$ cat src/logic/dc_sync_pkg.sv
// Shared offsets, reset values and carriers for the sync pulse unit
package dc_sync_pkg;
  localparam logic [11:0] ADDR_PULSE_LEN = 12'h982;
  localparam logic [11:0] ADDR_ACT_STATUS = 12'h984;
  localparam logic [11:0] ADDR_ACK0_STAT = 12'h98E;
  localparam logic [11:0] ADDR_ACK1_STAT = 12'h98F;
  localparam logic [11:0] ADDR_START_TIME = 12'h990;
  localparam logic [11:0] ADDR_NEXT1_TIME = 12'h998;
  localparam logic [11:0] ADDR_CYCLE0 = 12'h9A0;
  localparam logic [11:0] ADDR_CYCLE1 = 12'h9A4;
  localparam logic [11:0] ADDR_LATCH_CTRL = 12'h9A8;
  localparam logic [15:0] PULSE_LEN_RST = 16'h0000;
  localparam logic [63:0] TIME_RST = 64'h0000_0000_0000_0000;
  localparam logic [31:0] CYCLE_RST = 32'h0000_0000;
  localparam logic [1:0] LATCH_CTRL_RST = 2'h0;
  localparam logic [7:0] BYTE_RST = 8'h00;
  localparam int ACT_PLAUS_BIT = 2;
  localparam int ACT_PEND1_BIT = 1;
  localparam int ACT_PEND0_BIT = 0;
  localparam int LATCH_NEG_BIT = 1;
  localparam int LATCH_POS_BIT = 0;
  localparam int LEN_UNIT_NS = 10;
  localparam logic [63:0] NEAR_SHORT_NS = 64'h0000_0000_8000_0000;
  typedef struct packed {
    logic [11:0] addr;
    logic wr;
    logic rd;
    logic [7:0] wdata;
  } reg_req_s;
  typedef struct packed {
    logic near_short;
    logic plaus_check;
    logic auto_act;
    logic second_sync_en;
    logic first_sync_en;
    logic activate;
  } act_ctrl_s;
endpackage

$ cat src/logic/dc_sync_pulse_latch_regs.sv
// Sync pulse generation, start/cycle time and latch mode registers
`timescale 1ns/1ps
module dc_sync_pulse_latch_regs (
  input wire logic clk,
  input wire logic nrst,
  input wire logic [63:0] sys_time,
  input wire dc_sync_pkg::reg_req_s net_req,
  input wire logic net_frame_end,
  output logic [7:0] net_rdata,
  input wire dc_sync_pkg::reg_req_s host_req,
  output logic [7:0] host_rdata,
  input wire logic sync_owner_host,
  input wire logic latch_owner_host,
  input wire dc_sync_pkg::act_ctrl_s act_ctrl,
  input wire logic eeprom_len_load,
  input wire logic [15:0] eeprom_len,
  output logic first_sync_output,
  output logic second_sync_output,
  output logic unit_active,
  output logic [1:0] latch_capture_mode
);
  logic [1:0] rst_sync_ff;
  logic rst_n;
  always_ff @(posedge clk or negedge nrst) begin
    if (!nrst) begin
      rst_sync_ff <= 2'h0;
    end else begin
      rst_sync_ff <= {rst_sync_ff[0], 1'b1};
    end
  end
  assign rst_n = rst_sync_ff[1];

  logic [15:0] len_ff;
  logic [63:0] next0_ff;
  logic [63:0] next1_ff;
  logic [1:0] latch_ff;
  logic [7:0] start_b_ff [8];
  logic [7:0] cyc0_b_ff [4];
  logic [7:0] cyc1_b_ff [4];
  logic lo_wr_ff;
  logic hi_wr_ff;
  logic active_ff;
  logic auto_flag_ff;
  logic done0_ff;
  logic arm1_ff;
  logic force_ff;
  logic pend0_ff;
  logic pend1_ff;
  logic plaus_ff;
  logic [7:0] net_rdata_ff;
  logic [7:0] host_rdata_ff;

  logic sync_net_wr;
  logic sync_host_wr;
  logic latch_net_wr;
  logic latch_host_wr;
  assign sync_net_wr = net_req.wr && !sync_owner_host;
  assign sync_host_wr = host_req.wr && sync_owner_host;
  assign latch_net_wr = net_req.wr && !latch_owner_host;
  assign latch_host_wr = host_req.wr && latch_owner_host;

  dc_sync_pkg::reg_req_s cyc_req;
  logic cyc_wr;
  logic latch_wr;
  logic [7:0] latch_wdata;
  assign cyc_req = sync_owner_host ? host_req : net_req;
  assign cyc_wr = sync_net_wr || sync_host_wr;
  assign latch_wr = (latch_net_wr
    && net_req.addr == dc_sync_pkg::ADDR_LATCH_CTRL)
    || (latch_host_wr && host_req.addr == dc_sync_pkg::ADDR_LATCH_CTRL);
  assign latch_wdata = latch_host_wr ? host_req.wdata : net_req.wdata;

  logic start_hit;
  logic cyc0_hit;
  logic cyc1_hit;
  assign start_hit = sync_net_wr
    && net_req.addr[11:3] == dc_sync_pkg::ADDR_START_TIME[11:3];
  assign cyc0_hit = cyc_wr
    && cyc_req.addr[11:2] == dc_sync_pkg::ADDR_CYCLE0[11:2];
  assign cyc1_hit = cyc_wr
    && cyc_req.addr[11:2] == dc_sync_pkg::ADDR_CYCLE1[11:2];

  // byte lane i sits at base plus i
  genvar gi;
  generate
    for (gi = 0; gi < 8; gi++) begin : g_start
      always_ff @(posedge clk or negedge rst_n) begin
        if (!rst_n) begin
          start_b_ff[gi] <= dc_sync_pkg::BYTE_RST;
        end else if (start_hit && net_req.addr[2:0] == 3'(gi)) begin
          start_b_ff[gi] <= net_req.wdata;
        end
      end
    end
    for (gi = 0; gi < 4; gi++) begin : g_cyc
      always_ff @(posedge clk or negedge rst_n) begin
        if (!rst_n) begin
          cyc0_b_ff[gi] <= dc_sync_pkg::BYTE_RST;
          cyc1_b_ff[gi] <= dc_sync_pkg::BYTE_RST;
        end else if (cyc_req.addr[1:0] == 2'(gi)) begin
          if (cyc0_hit) begin
            cyc0_b_ff[gi] <= cyc_req.wdata;
          end
          if (cyc1_hit) begin
            cyc1_b_ff[gi] <= cyc_req.wdata;
          end
        end
      end
    end
  endgenerate

  logic [63:0] start_sh;
  logic [31:0] cycle0;
  logic [31:0] cycle1;
  assign start_sh = {start_b_ff[7], start_b_ff[6], start_b_ff[5],
    start_b_ff[4], start_b_ff[3], start_b_ff[2], start_b_ff[1],
    start_b_ff[0]};
  assign cycle0 = {cyc0_b_ff[3], cyc0_b_ff[2], cyc0_b_ff[1], cyc0_b_ff[0]};
  assign cycle1 = {cyc1_b_ff[3], cyc1_b_ff[2], cyc1_b_ff[1], cyc1_b_ff[0]};

  // Commit at frame end so the halves of one frame act together
  logic commit;
  logic [31:0] ext_hi;
  logic [63:0] commit_time;
  logic lo_now;
  logic hi_now;
  assign lo_now = start_hit && !net_req.addr[2];
  assign hi_now = start_hit && net_req.addr[2];
  assign commit = net_frame_end && (lo_wr_ff || hi_wr_ff || start_hit);
  // carry upper half from system time
  assign ext_hi = sys_time[63:32]
    + 32'(start_sh[31:0] < sys_time[31:0]);
  assign commit_time = (act_ctrl.auto_act && !(hi_wr_ff || hi_now))
    ? {ext_hi, start_sh[31:0]} : start_sh;

  always_ff @(posedge clk or negedge rst_n) begin
    if (!rst_n) begin
      lo_wr_ff <= 1'b0;
      hi_wr_ff <= 1'b0;
    end else if (net_frame_end) begin
      lo_wr_ff <= 1'b0;
      hi_wr_ff <= 1'b0;
    end else begin
      lo_wr_ff <= lo_wr_ff || lo_now;
      hi_wr_ff <= hi_wr_ff || hi_now;
    end
  end

  always_ff @(posedge clk or negedge rst_n) begin
    if (!rst_n) begin
      len_ff <= dc_sync_pkg::PULSE_LEN_RST;
    end else if (eeprom_len_load) begin
      len_ff <= eeprom_len;
    end
  end

  always_ff @(posedge clk or negedge rst_n) begin
    if (!rst_n) begin
      latch_ff <= dc_sync_pkg::LATCH_CTRL_RST;
    end else if (latch_wr) begin
      latch_ff <= {latch_wdata[dc_sync_pkg::LATCH_NEG_BIT],
        latch_wdata[dc_sync_pkg::LATCH_POS_BIT]};
    end
  end

  logic nxt_auto_flag;
  logic nxt_active;
  logic active_rise;
  assign nxt_auto_flag = act_ctrl.auto_act && (auto_flag_ff || commit);
  assign nxt_active = act_ctrl.activate || auto_flag_ff;
  assign active_rise = nxt_active && !active_ff;

  logic [63:0] diff0;
  logic [63:0] diff1;
  logic [63:0] ahead;
  logic out_of_near;
  logic fire0;
  logic fire1;
  assign diff0 = sys_time - next0_ff;
  assign diff1 = sys_time - next1_ff;
  assign ahead = next0_ff - sys_time;
  // Long window is half the time range, i.e. the sign of the gap
  assign out_of_near = act_ctrl.near_short
    ? (ahead >= dc_sync_pkg::NEAR_SHORT_NS) : ahead[63];
  // fire when system time reaches next time
  assign fire0 = active_ff && act_ctrl.first_sync_en && !done0_ff
    && (!diff0[63] || force_ff);
  assign fire1 = active_ff && act_ctrl.second_sync_en && arm1_ff
    && !diff1[63];

  always_ff @(posedge clk or negedge rst_n) begin
    if (!rst_n) begin
      active_ff <= 1'b0;
      auto_flag_ff <= 1'b0;
    end else begin
      active_ff <= nxt_active;
      auto_flag_ff <= nxt_auto_flag;
    end
  end

  always_ff @(posedge clk or negedge rst_n) begin
    if (!rst_n) begin
      next0_ff <= dc_sync_pkg::TIME_RST;
      done0_ff <= 1'b0;
    end else if (commit) begin
      next0_ff <= commit_time;
      done0_ff <= 1'b0;
    end else if (fire0) begin
      // zero cycle stops after one pulse
      if (cycle0 == dc_sync_pkg::CYCLE_RST) begin
        done0_ff <= 1'b1;
      end else begin
        next0_ff <= next0_ff + 64'(cycle0);
      end
    end
  end

  // second pulse follows first by delay
  always_ff @(posedge clk or negedge rst_n) begin
    if (!rst_n) begin
      next1_ff <= dc_sync_pkg::TIME_RST;
      arm1_ff <= 1'b0;
    end else if (fire0) begin
      next1_ff <= next0_ff + 64'(cycle1);
      arm1_ff <= 1'b1;
    end else if (fire1 || !active_ff) begin
      arm1_ff <= 1'b0;
    end
  end

  always_ff @(posedge clk or negedge rst_n) begin
    if (!rst_n) begin
      pend0_ff <= 1'b0;
      pend1_ff <= 1'b0;
      plaus_ff <= 1'b0;
      force_ff <= 1'b0;
    end else if (active_rise) begin
      pend0_ff <= act_ctrl.first_sync_en;
      pend1_ff <= act_ctrl.second_sync_en;
      plaus_ff <= out_of_near;
      force_ff <= out_of_near && act_ctrl.plaus_check;
    end else begin
      pend0_ff <= pend0_ff && !fire0 && nxt_active;
      pend1_ff <= pend1_ff && !fire1 && nxt_active;
      force_ff <= force_ff && !fire0;
    end
  end

  // host read acknowledges in ack mode
  logic ack0;
  logic ack1;
  assign ack0 = host_req.rd && host_req.addr == dc_sync_pkg::ADDR_ACK0_STAT;
  assign ack1 = host_req.rd && host_req.addr == dc_sync_pkg::ADDR_ACK1_STAT;

  sync_pulse_shaper u_first (
    .clk(clk),
    .rst_n(rst_n),
    .sys_time(sys_time),
    .fire(fire0),
    .len_units(len_ff),
    .ack_clear(ack0),
    .level(first_sync_output)
  );
  sync_pulse_shaper u_second (
    .clk(clk),
    .rst_n(rst_n),
    .sys_time(sys_time),
    .fire(fire1),
    .len_units(len_ff),
    .ack_clear(ack1),
    .level(second_sync_output)
  );

  // start time reads back next pulse
  function automatic logic [7:0] read_byte(input logic [11:0] a);
    logic [7:0] r;
    r = 8'h00;
    if (a[11:1] == dc_sync_pkg::ADDR_PULSE_LEN[11:1]) begin
      r = a[0] ? len_ff[15:8] : len_ff[7:0];
    end else if (a == dc_sync_pkg::ADDR_ACT_STATUS) begin
      r = {5'h00, plaus_ff, pend1_ff, pend0_ff};
    end else if (a == dc_sync_pkg::ADDR_ACK0_STAT) begin
      r = {7'h00, first_sync_output};
    end else if (a == dc_sync_pkg::ADDR_ACK1_STAT) begin
      r = {7'h00, second_sync_output};
    end else if (a[11:3] == dc_sync_pkg::ADDR_START_TIME[11:3]) begin
      r = next0_ff[{a[2:0], 3'h0} +: 8];
    end else if (a[11:3] == dc_sync_pkg::ADDR_NEXT1_TIME[11:3]) begin
      r = next1_ff[{a[2:0], 3'h0} +: 8];
    end else if (a[11:2] == dc_sync_pkg::ADDR_CYCLE0[11:2]) begin
      r = cycle0[{a[1:0], 3'h0} +: 8];
    end else if (a[11:2] == dc_sync_pkg::ADDR_CYCLE1[11:2]) begin
      r = cycle1[{a[1:0], 3'h0} +: 8];
    end else if (a == dc_sync_pkg::ADDR_LATCH_CTRL) begin
      r = {6'h00, latch_ff};
    end
    return r;
  endfunction

  logic [7:0] net_rbyte;
  logic [7:0] host_rbyte;
  assign net_rbyte = read_byte(net_req.addr);
  assign host_rbyte = read_byte(host_req.addr);

  always_ff @(posedge clk or negedge rst_n) begin
    if (!rst_n) begin
      net_rdata_ff <= 8'h00;
      host_rdata_ff <= 8'h00;
    end else begin
      if (net_req.rd) begin
        net_rdata_ff <= net_rbyte;
      end
      if (host_req.rd) begin
        host_rdata_ff <= host_rbyte;
      end
    end
  end

  assign net_rdata = net_rdata_ff;
  assign host_rdata = host_rdata_ff;
  assign unit_active = active_ff;
  assign latch_capture_mode = latch_ff;
endmodule

$ cat src/logic/sync_pulse_shaper.sv
// One sync output: timed pulse or acknowledge-held level
`timescale 1ns/1ps
module sync_pulse_shaper (
  input wire logic clk,
  input wire logic rst_n,
  input wire logic [63:0] sys_time,
  input wire logic fire,
  input wire logic [15:0] len_units,
  input wire logic ack_clear,
  output logic level
);
  logic [63:0] end_ff;
  logic level_ff;
  logic [63:0] len_ns;
  logic [63:0] to_end;
  logic ack_mode;
  logic expired;
  assign len_ns = 64'(len_units) * 64'(dc_sync_pkg::LEN_UNIT_NS);
  assign to_end = sys_time - end_ff;
  assign ack_mode = (len_units == 16'h0000);
  assign expired = !to_end[63];
  assign level = level_ff;

  always_ff @(posedge clk or negedge rst_n) begin
    if (!rst_n) begin
      level_ff <= 1'b0;
      end_ff <= dc_sync_pkg::TIME_RST;
    end else if (fire) begin
      level_ff <= 1'b1;
      end_ff <= sys_time + len_ns;
    end else if (!ack_mode && expired) begin
      level_ff <= 1'b0;
    end else if (ack_mode && ack_clear) begin
      level_ff <= 1'b0;
    end
  end
endmodule

$ cat config.mk
export PLATFORM = sky130hd
export DESIGN_NAME = dc_sync_pulse_latch_regs
export DESIGN_NICKNAME = d
export VERILOG_FILES = /design/src/logic/dc_sync_pkg.sv /design/src/logic/dc_sync_pulse_latch_regs.sv /design/src/logic/sync_pulse_shaper.sv
export SDC_FILE = /design/constraint.sdc
export NUM_CORES = 2
export LEC_CHECK = 0
export BUFFER_PORTS_ARGS = -buffer_cell sky130_fd_sc_hd__clkbuf_2
export CAP_MARGIN = 5
export CORE_ASPECT_RATIO = 1.25
export CORE_UTILIZATION = 29
export CTS_CLUSTER_SIZE = 40
export DETAILED_ROUTE_END_ITERATION = 8
export SYNTH_ARGS = -nofsm -noshare
export SYNTH_HDL_FRONTEND = slang
export SYNTH_SLANG_ARGS = --single-unit
$ cat constraint.sdc
create_clock -name clk -period 13.5 [get_ports clk]
set_input_delay 1.35 -clock clk [delete_from_list [all_inputs] [get_ports clk]]
set_output_delay 1.35 -clock clk [all_outputs]
set_load 0.02 [all_outputs]
# Word-level counts from Yosys, hierarchy flattened
# Cells that the tools add are included.
[word_totals]
reg_bits = 432
latchBits = 0
ramBits = 0
romBits = 0
in_bits = 136
mem_count = 0
[classes]
n_addsub = 9
mul = 1
div_mod_pow = 0
n_lt_le_gt_ge = 2
eq_ne = 31
shift = 8
mux = 43
bitwise = 0
reduce_logical = 83
[op_table]
columns = ["op", "count"]
rows = [
  ["64-bit subtractor", 5],
  ["64-bit 2-to-1 mux", 4],
  ["64-bit by 7-bit indexed part select with 8-bit output", 4],
  ["8-bit 2-to-1 mux", 18],
  ["64-bit by 32-bit adder with 64-bit output", 2],
  ["32-bit by 6-bit indexed part select with 8-bit output", 4],
  ["12-bit == test, second input constant", 8],
  ["64-bit by 20-bit adder with 64-bit output", 1],
  ["64-bit by 32-bit >= comparator with 1-bit output, second input constant", 1],
  ["10-bit == test, second input constant", 6],
  ["1-bit logical AND", 41],
  ["9-bit == test, second input constant", 4],
  ["32-bit by 1-bit adder with 32-bit output", 1],
  ["32-bit logical NOT", 1],
  ["32-bit < comparator", 1],
  ["11-bit == test, second input constant", 2],
  ["22-bit 2-to-1 mux", 1],
  ["2-bit AND reduction", 10],
  ["16-bit by 3-bit multiplier with 19-bit output, second input constant", 1],
  ["1-bit 2-to-1 mux", 17],
  ["16-bit logical NOT", 1],
  ["1-bit logical NOT", 13],
  ["3-bit == test, second input constant", 4],
  ["1-bit logical OR", 10],
  ["10 further kinds", 17],
]

# Longest topological paths before layout
[depth]
word_depth = 10
mapped_depth = 28
depth_no_buf = 28

# Modules after synthesis
# From an unflattened synthesis, not the netlist that was laid out.
[unflattened]
cells_unflattened = 4797
area_unflattened_um2 = 41307.1
[modules_own_cells]
columns = ["mod", "instances", "cells_each", "area_each_um2", "seq_area_each_um2"]
rows = [
  ["dc_sync_pulse_latch_regs", 1, 3153, 27782.9, 7557.2],
  ["sync_pulse_shaper (u_second)", 1, 844, 6929.1, 1626.6],
  ["sync_pulse_shaper (u_first)", 1, 800, 6595.1, 1626.6],
]

# Worst setup path after synthesis
# No wires, ideal clock.
[synth_timing]
kind = "in2reg"
startpoint = "input port sys_time[1]"
endpoint = "register next0_ff[58]"
setup_time_ps = 137
arrival_time_ps = 5383
setup_slack_ps = 7981
path_stages = 25
n_path_buf = 0
cell_sequence = "inv_1 -> ha_1 -> a21o_1 -> a21o_1 -> a21o_1 -> a21oi_1 -> nor2b_1 -> o21ai_0 -> nand2b_1 -> a21oi_1 -> o2111ai_1 -> a221oi_1 -> nor3_1 -> a211oi_1 -> ha_1 -> ha_1 -> nand3_1 -> nor3_1 -> nand3_1 -> nor4_1 -> nor2b_1 -> xnor2_1 -> nor2_1 -> a211oi_1 -> a21oi_1"
[synth_via]
elab_chain_cells = 6
[synth_rtl]
columns = ["element", "line_no", "source"]
rows = [
  ["from (decl)", "dc_sync_pulse_latch_regs.sv:6", "input wire logic [63:0] sys_time,"],
  ["branches (longest 6 deep; another with 32-bit < comparator)", "-", ""],
  ["to (signal assigned)", "dc_sync_pulse_latch_regs.sv:203", "next0_ff <= dc_sync_pkg::TIME_RST;"],
  ["to (signal assigned)", "dc_sync_pulse_latch_regs.sv:206", "next0_ff <= commit_time;"],
  ["to (signal assigned)", "dc_sync_pulse_latch_regs.sv:213", "next0_ff <= next0_ff + 64'(cycle0);"],
  ["to (decl)", "dc_sync_pulse_latch_regs.sv:34", "logic [63:0] next0_ff;"],
]
# Several ways; the timed one is not identified.
# A chain may end at the register's enable or synchronous reset.

# Worst setup path after layout
# Ends and elaborated chain as after synthesis.

==> summary.txt <==
Outcome
  • Status: finished, final reports clean

Final layout
  • Area growth from synthesis to layout: 11.5%
  • Final Non-Filler Cells: 6,096
  • Commonest non-fill, non-tap cells in the layout: ha_1 (456), nand2_1 (444), dfrtp_1 (431)
  • Design area: 0.0416 mm²
  • Most common cell after layout, fill and taps aside: ha_1
  • Multi-input gate area: 0.0245 mm²
  • Ratio of cells with drive above 1 in the final layout: 12.3%
  • FF/Latch Area: 0.0108 mm²
  • FILL cells: 13.5k
  • Nets: 4,951

Yosys
  • Mapped Area: 0.0373 mm²
  • Warnings from Yosys: 0
  • Ys async rst share: 100%
  • Post-Synthesis Cells: 4,274
  • Most used DFF post-synth: dfrtp_1
  • EDFF count, synth: 0
  • #FFs+latches synth: 432
  • Synth unique cells: 90
  • Synth Area per Inst: 8.74 µm²
  • Synth top area share: 29.0%
  • Net count after synthesis: 4,870
  • Register area share after synthesis: 29.0%
  • Yosys top cell by area: dfrtp_1
  • Main area contributors after synthesis: dfrtp_1 (29%), ha_1 (15%), mux4_2 (6.0%)

Timing
  • Sum Neg Setup Slack: 0 ns
  • Max-slew headroom: 33.3%
  • Unrepaired setup endpoints after global routing: false
  • Skew final: 0.0492 ns
  • Endpoints failing setup: 0
  • Max Slew Vio Count: 0
  • Final Hold Fails: 0
  • Period utilisation layout: 48.2%
  • F_max: 0.154 GHz
  • Measured slew at the worst slew-check pin: 0.972 ns
  • Min Tclk post-route: 6.51 ns

Pwr
  • Lkg Pwr: 18.6 nW
  • Power Total: 5.26 mW
  • Pwr Density: 126 mW/mm²
  • Worst vdd ir: 0.0922 mV

Worst setup path
  • Worst setup SP type: primary input
  • R2r worst-path depth: 28
  • CP Data Arrival Time: 6.97 ns
  • Worst Path Buf+Inv: 2
  • Slowest CP cell: nor4_1
  • Max stage delay on crit path: 0.64 ns
  • CP Max Fanout: 7
  • Critical path class: primary input to flop
  • Crit path capture type: flop
  • Critical Path Stages: 26
  • Delay-heaviest family, CP: simple AND/OR/NAND/NOR gates
  • Worst EP required: 13.96 ns

Clock tree
  • CTS tree: built
  • Hold-fix buffers, CTS: 0
  • Worst skew pair latency: 0.66 ns
  • H-Tree Depth: 2
  • Cts bufs inserted: 47
  • Post-CTS sizing: 0
  • Clock sinks: 432
  • Root buf cell: clkbuf_16
  • CTS max path bufs: 3
  • Post-CTS Setup Inserts: 0
  • Clock transition at the registers of the reported paths: 0.08 ns

Flow run
  • Max-Cap Viols: 0

Route
  • Final wirelength: 152,000 µm
  • TritonRoute pass-1 iters: 7
  • Total number of vias: 33.8k
  • Drt drc: 0
  • Initial detailed-routing violation count: 3,106
  • Antenna Violating Nets Remaining: 0
  • WL per Instance: 25.0 µm
  • Vias per inst: 5.55

Hold path
  • Worst Hold Class: flop to asynchronous set/reset pin

Floorplanning
  • Die area: 0.130 mm²
  • # IOs: 157
  • Placeable core region: 0.127 mm²
  • Die Ht: 403 µm
  • # rows: 146
  • Starting Density: 29.4%
  • Die width: 323 µm

GRT
  • Largest net degree at the start of global routing: 98
  • Vias in the first global route: 33.0k
  • Grt ovf: 0
  • Initial antenna violation count: 7
  • First-pass GRT wire length: 222,000 µm
  • All-Layer GR Usage: 23.1%

Placement
  • Cells after DPL: 6,008
  • Dpl cell area: 0.0400 mm²
  • Port Buffer Count: 156
  • Post-DP HPWL: 121,000 µm
  • GP Congestion: 0.992
routing by layer:
metal / GRT usage [%] / vias up / routed length [µm]
li1: - / 15500 / -
met2: 37.8 / 1571 / 70300
met5: 0 / - / 46
met4: 15.5 / 8 / 12000
met1: 27.9 / 16400 / 59400
met3: 3.42 / 445 / 10500
path summary, 6_finish.rpt:
| kind | from | end | slack (ns) |
|---|---|---|---|
| hold reg to reg | rst_sync_ff[1] | start_b_ff[27] | 0.31 |
| min in group clk | rst_sync_ff[0] | rst_sync_ff[1] | 0.35 |
| max in group asynchronous | rst_sync_ff[1] | cyc0_b_ff[10] | 11.09 |
| setup / recovery | sys_time[1] | next0_ff[58] | 6.99 |
| hold / removal | rst_sync_ff[1] | start_b_ff[27] | 0.31 |
| setup reg to reg | len_ff[3] | u_second.end_ff[56] | 7.37 |
metrics by stage:
step	setup slack [ns]	utilization [%]	hold WS [ns]
6_report	6.99	32.7	0.308
5_1_grt	6.56	32.7	0.362
4_1_cts	7.00	32.7	0.314
3_5_place_dp	6.37	31.4	0.341
3_3_place_gp	6.32	31.4	0.333
2_1_floorplan	0.568	-	0.331
cell type report:
type	count	share of cell area (%)
Antenna cell	1	0.00601
Clock buffer	63	3.26
Clock inverter	24	0.742
Inverter	372	3.35
Multi-Input combinational cell	3305	58.9
Sequential cell	432	26.0
Tap cell	1702	5.12
Timing Repair Buffer	197	2.63
synth_stat cells, drive strengths merged, types with 14 or more instances:
cell type	number
a211oi	66
a21o	107
a21oi	335
a31oi	20
and3	19
and4	14
buf	35
clkbuf	130
dfrtp	432
ha	456
inv	370
mux2	121
mux2i	65
mux4	99
nand2	447
nand2b	36
nand3	85
nand4	95
nor2	286
nor2b	45
nor3	59
nor4	41
o211ai	24
o21a	31
o21ai	387
o21bai	15
o22ai	23
or2	17
or3	19
xnor2	196
xor2	47
flip-flops by register name, summed over array words and instances (netlist names), 2 cells and up:
name / cells
cyc0_b_ff: 32
cyc1_b_ff: 32
host_rdata: 8
latch_capture_mode: 2
len_ff: 16
net_rdata: 8
next0_ff: 64
next1_ff: 64
rst_sync_ff: 2
start_b_ff: 64
u_first.end_ff: 64
u_second.end_ff: 64
cells by family (layout without fill, tap and decap cells):
logic type / Yosys count / count (layout) / share of synthesized area, %
simple gates: 1210 / 1210 / 15.3
xor+xnor: 243 / 243 / 5.70
flops: 432 / 432 / 29.0
compound gates: 1106 / 1106 / 17.7
fa+ha+maj: 460 / 460 / 15.5
buf+inv: 537 / 656 / 5.46
other cells: 1 / 2 / 0.0100
mux: 285 / 285 / 11.4
report_power, final:
part	internal, mW	switching [mW]	leakage, nW
clock	0.809	0.623	0.821
combinational	0.796	1.18	12.2
sequential	1.56	0.286	5.65
No activity file was read; power rests on OpenSTA's default activity.
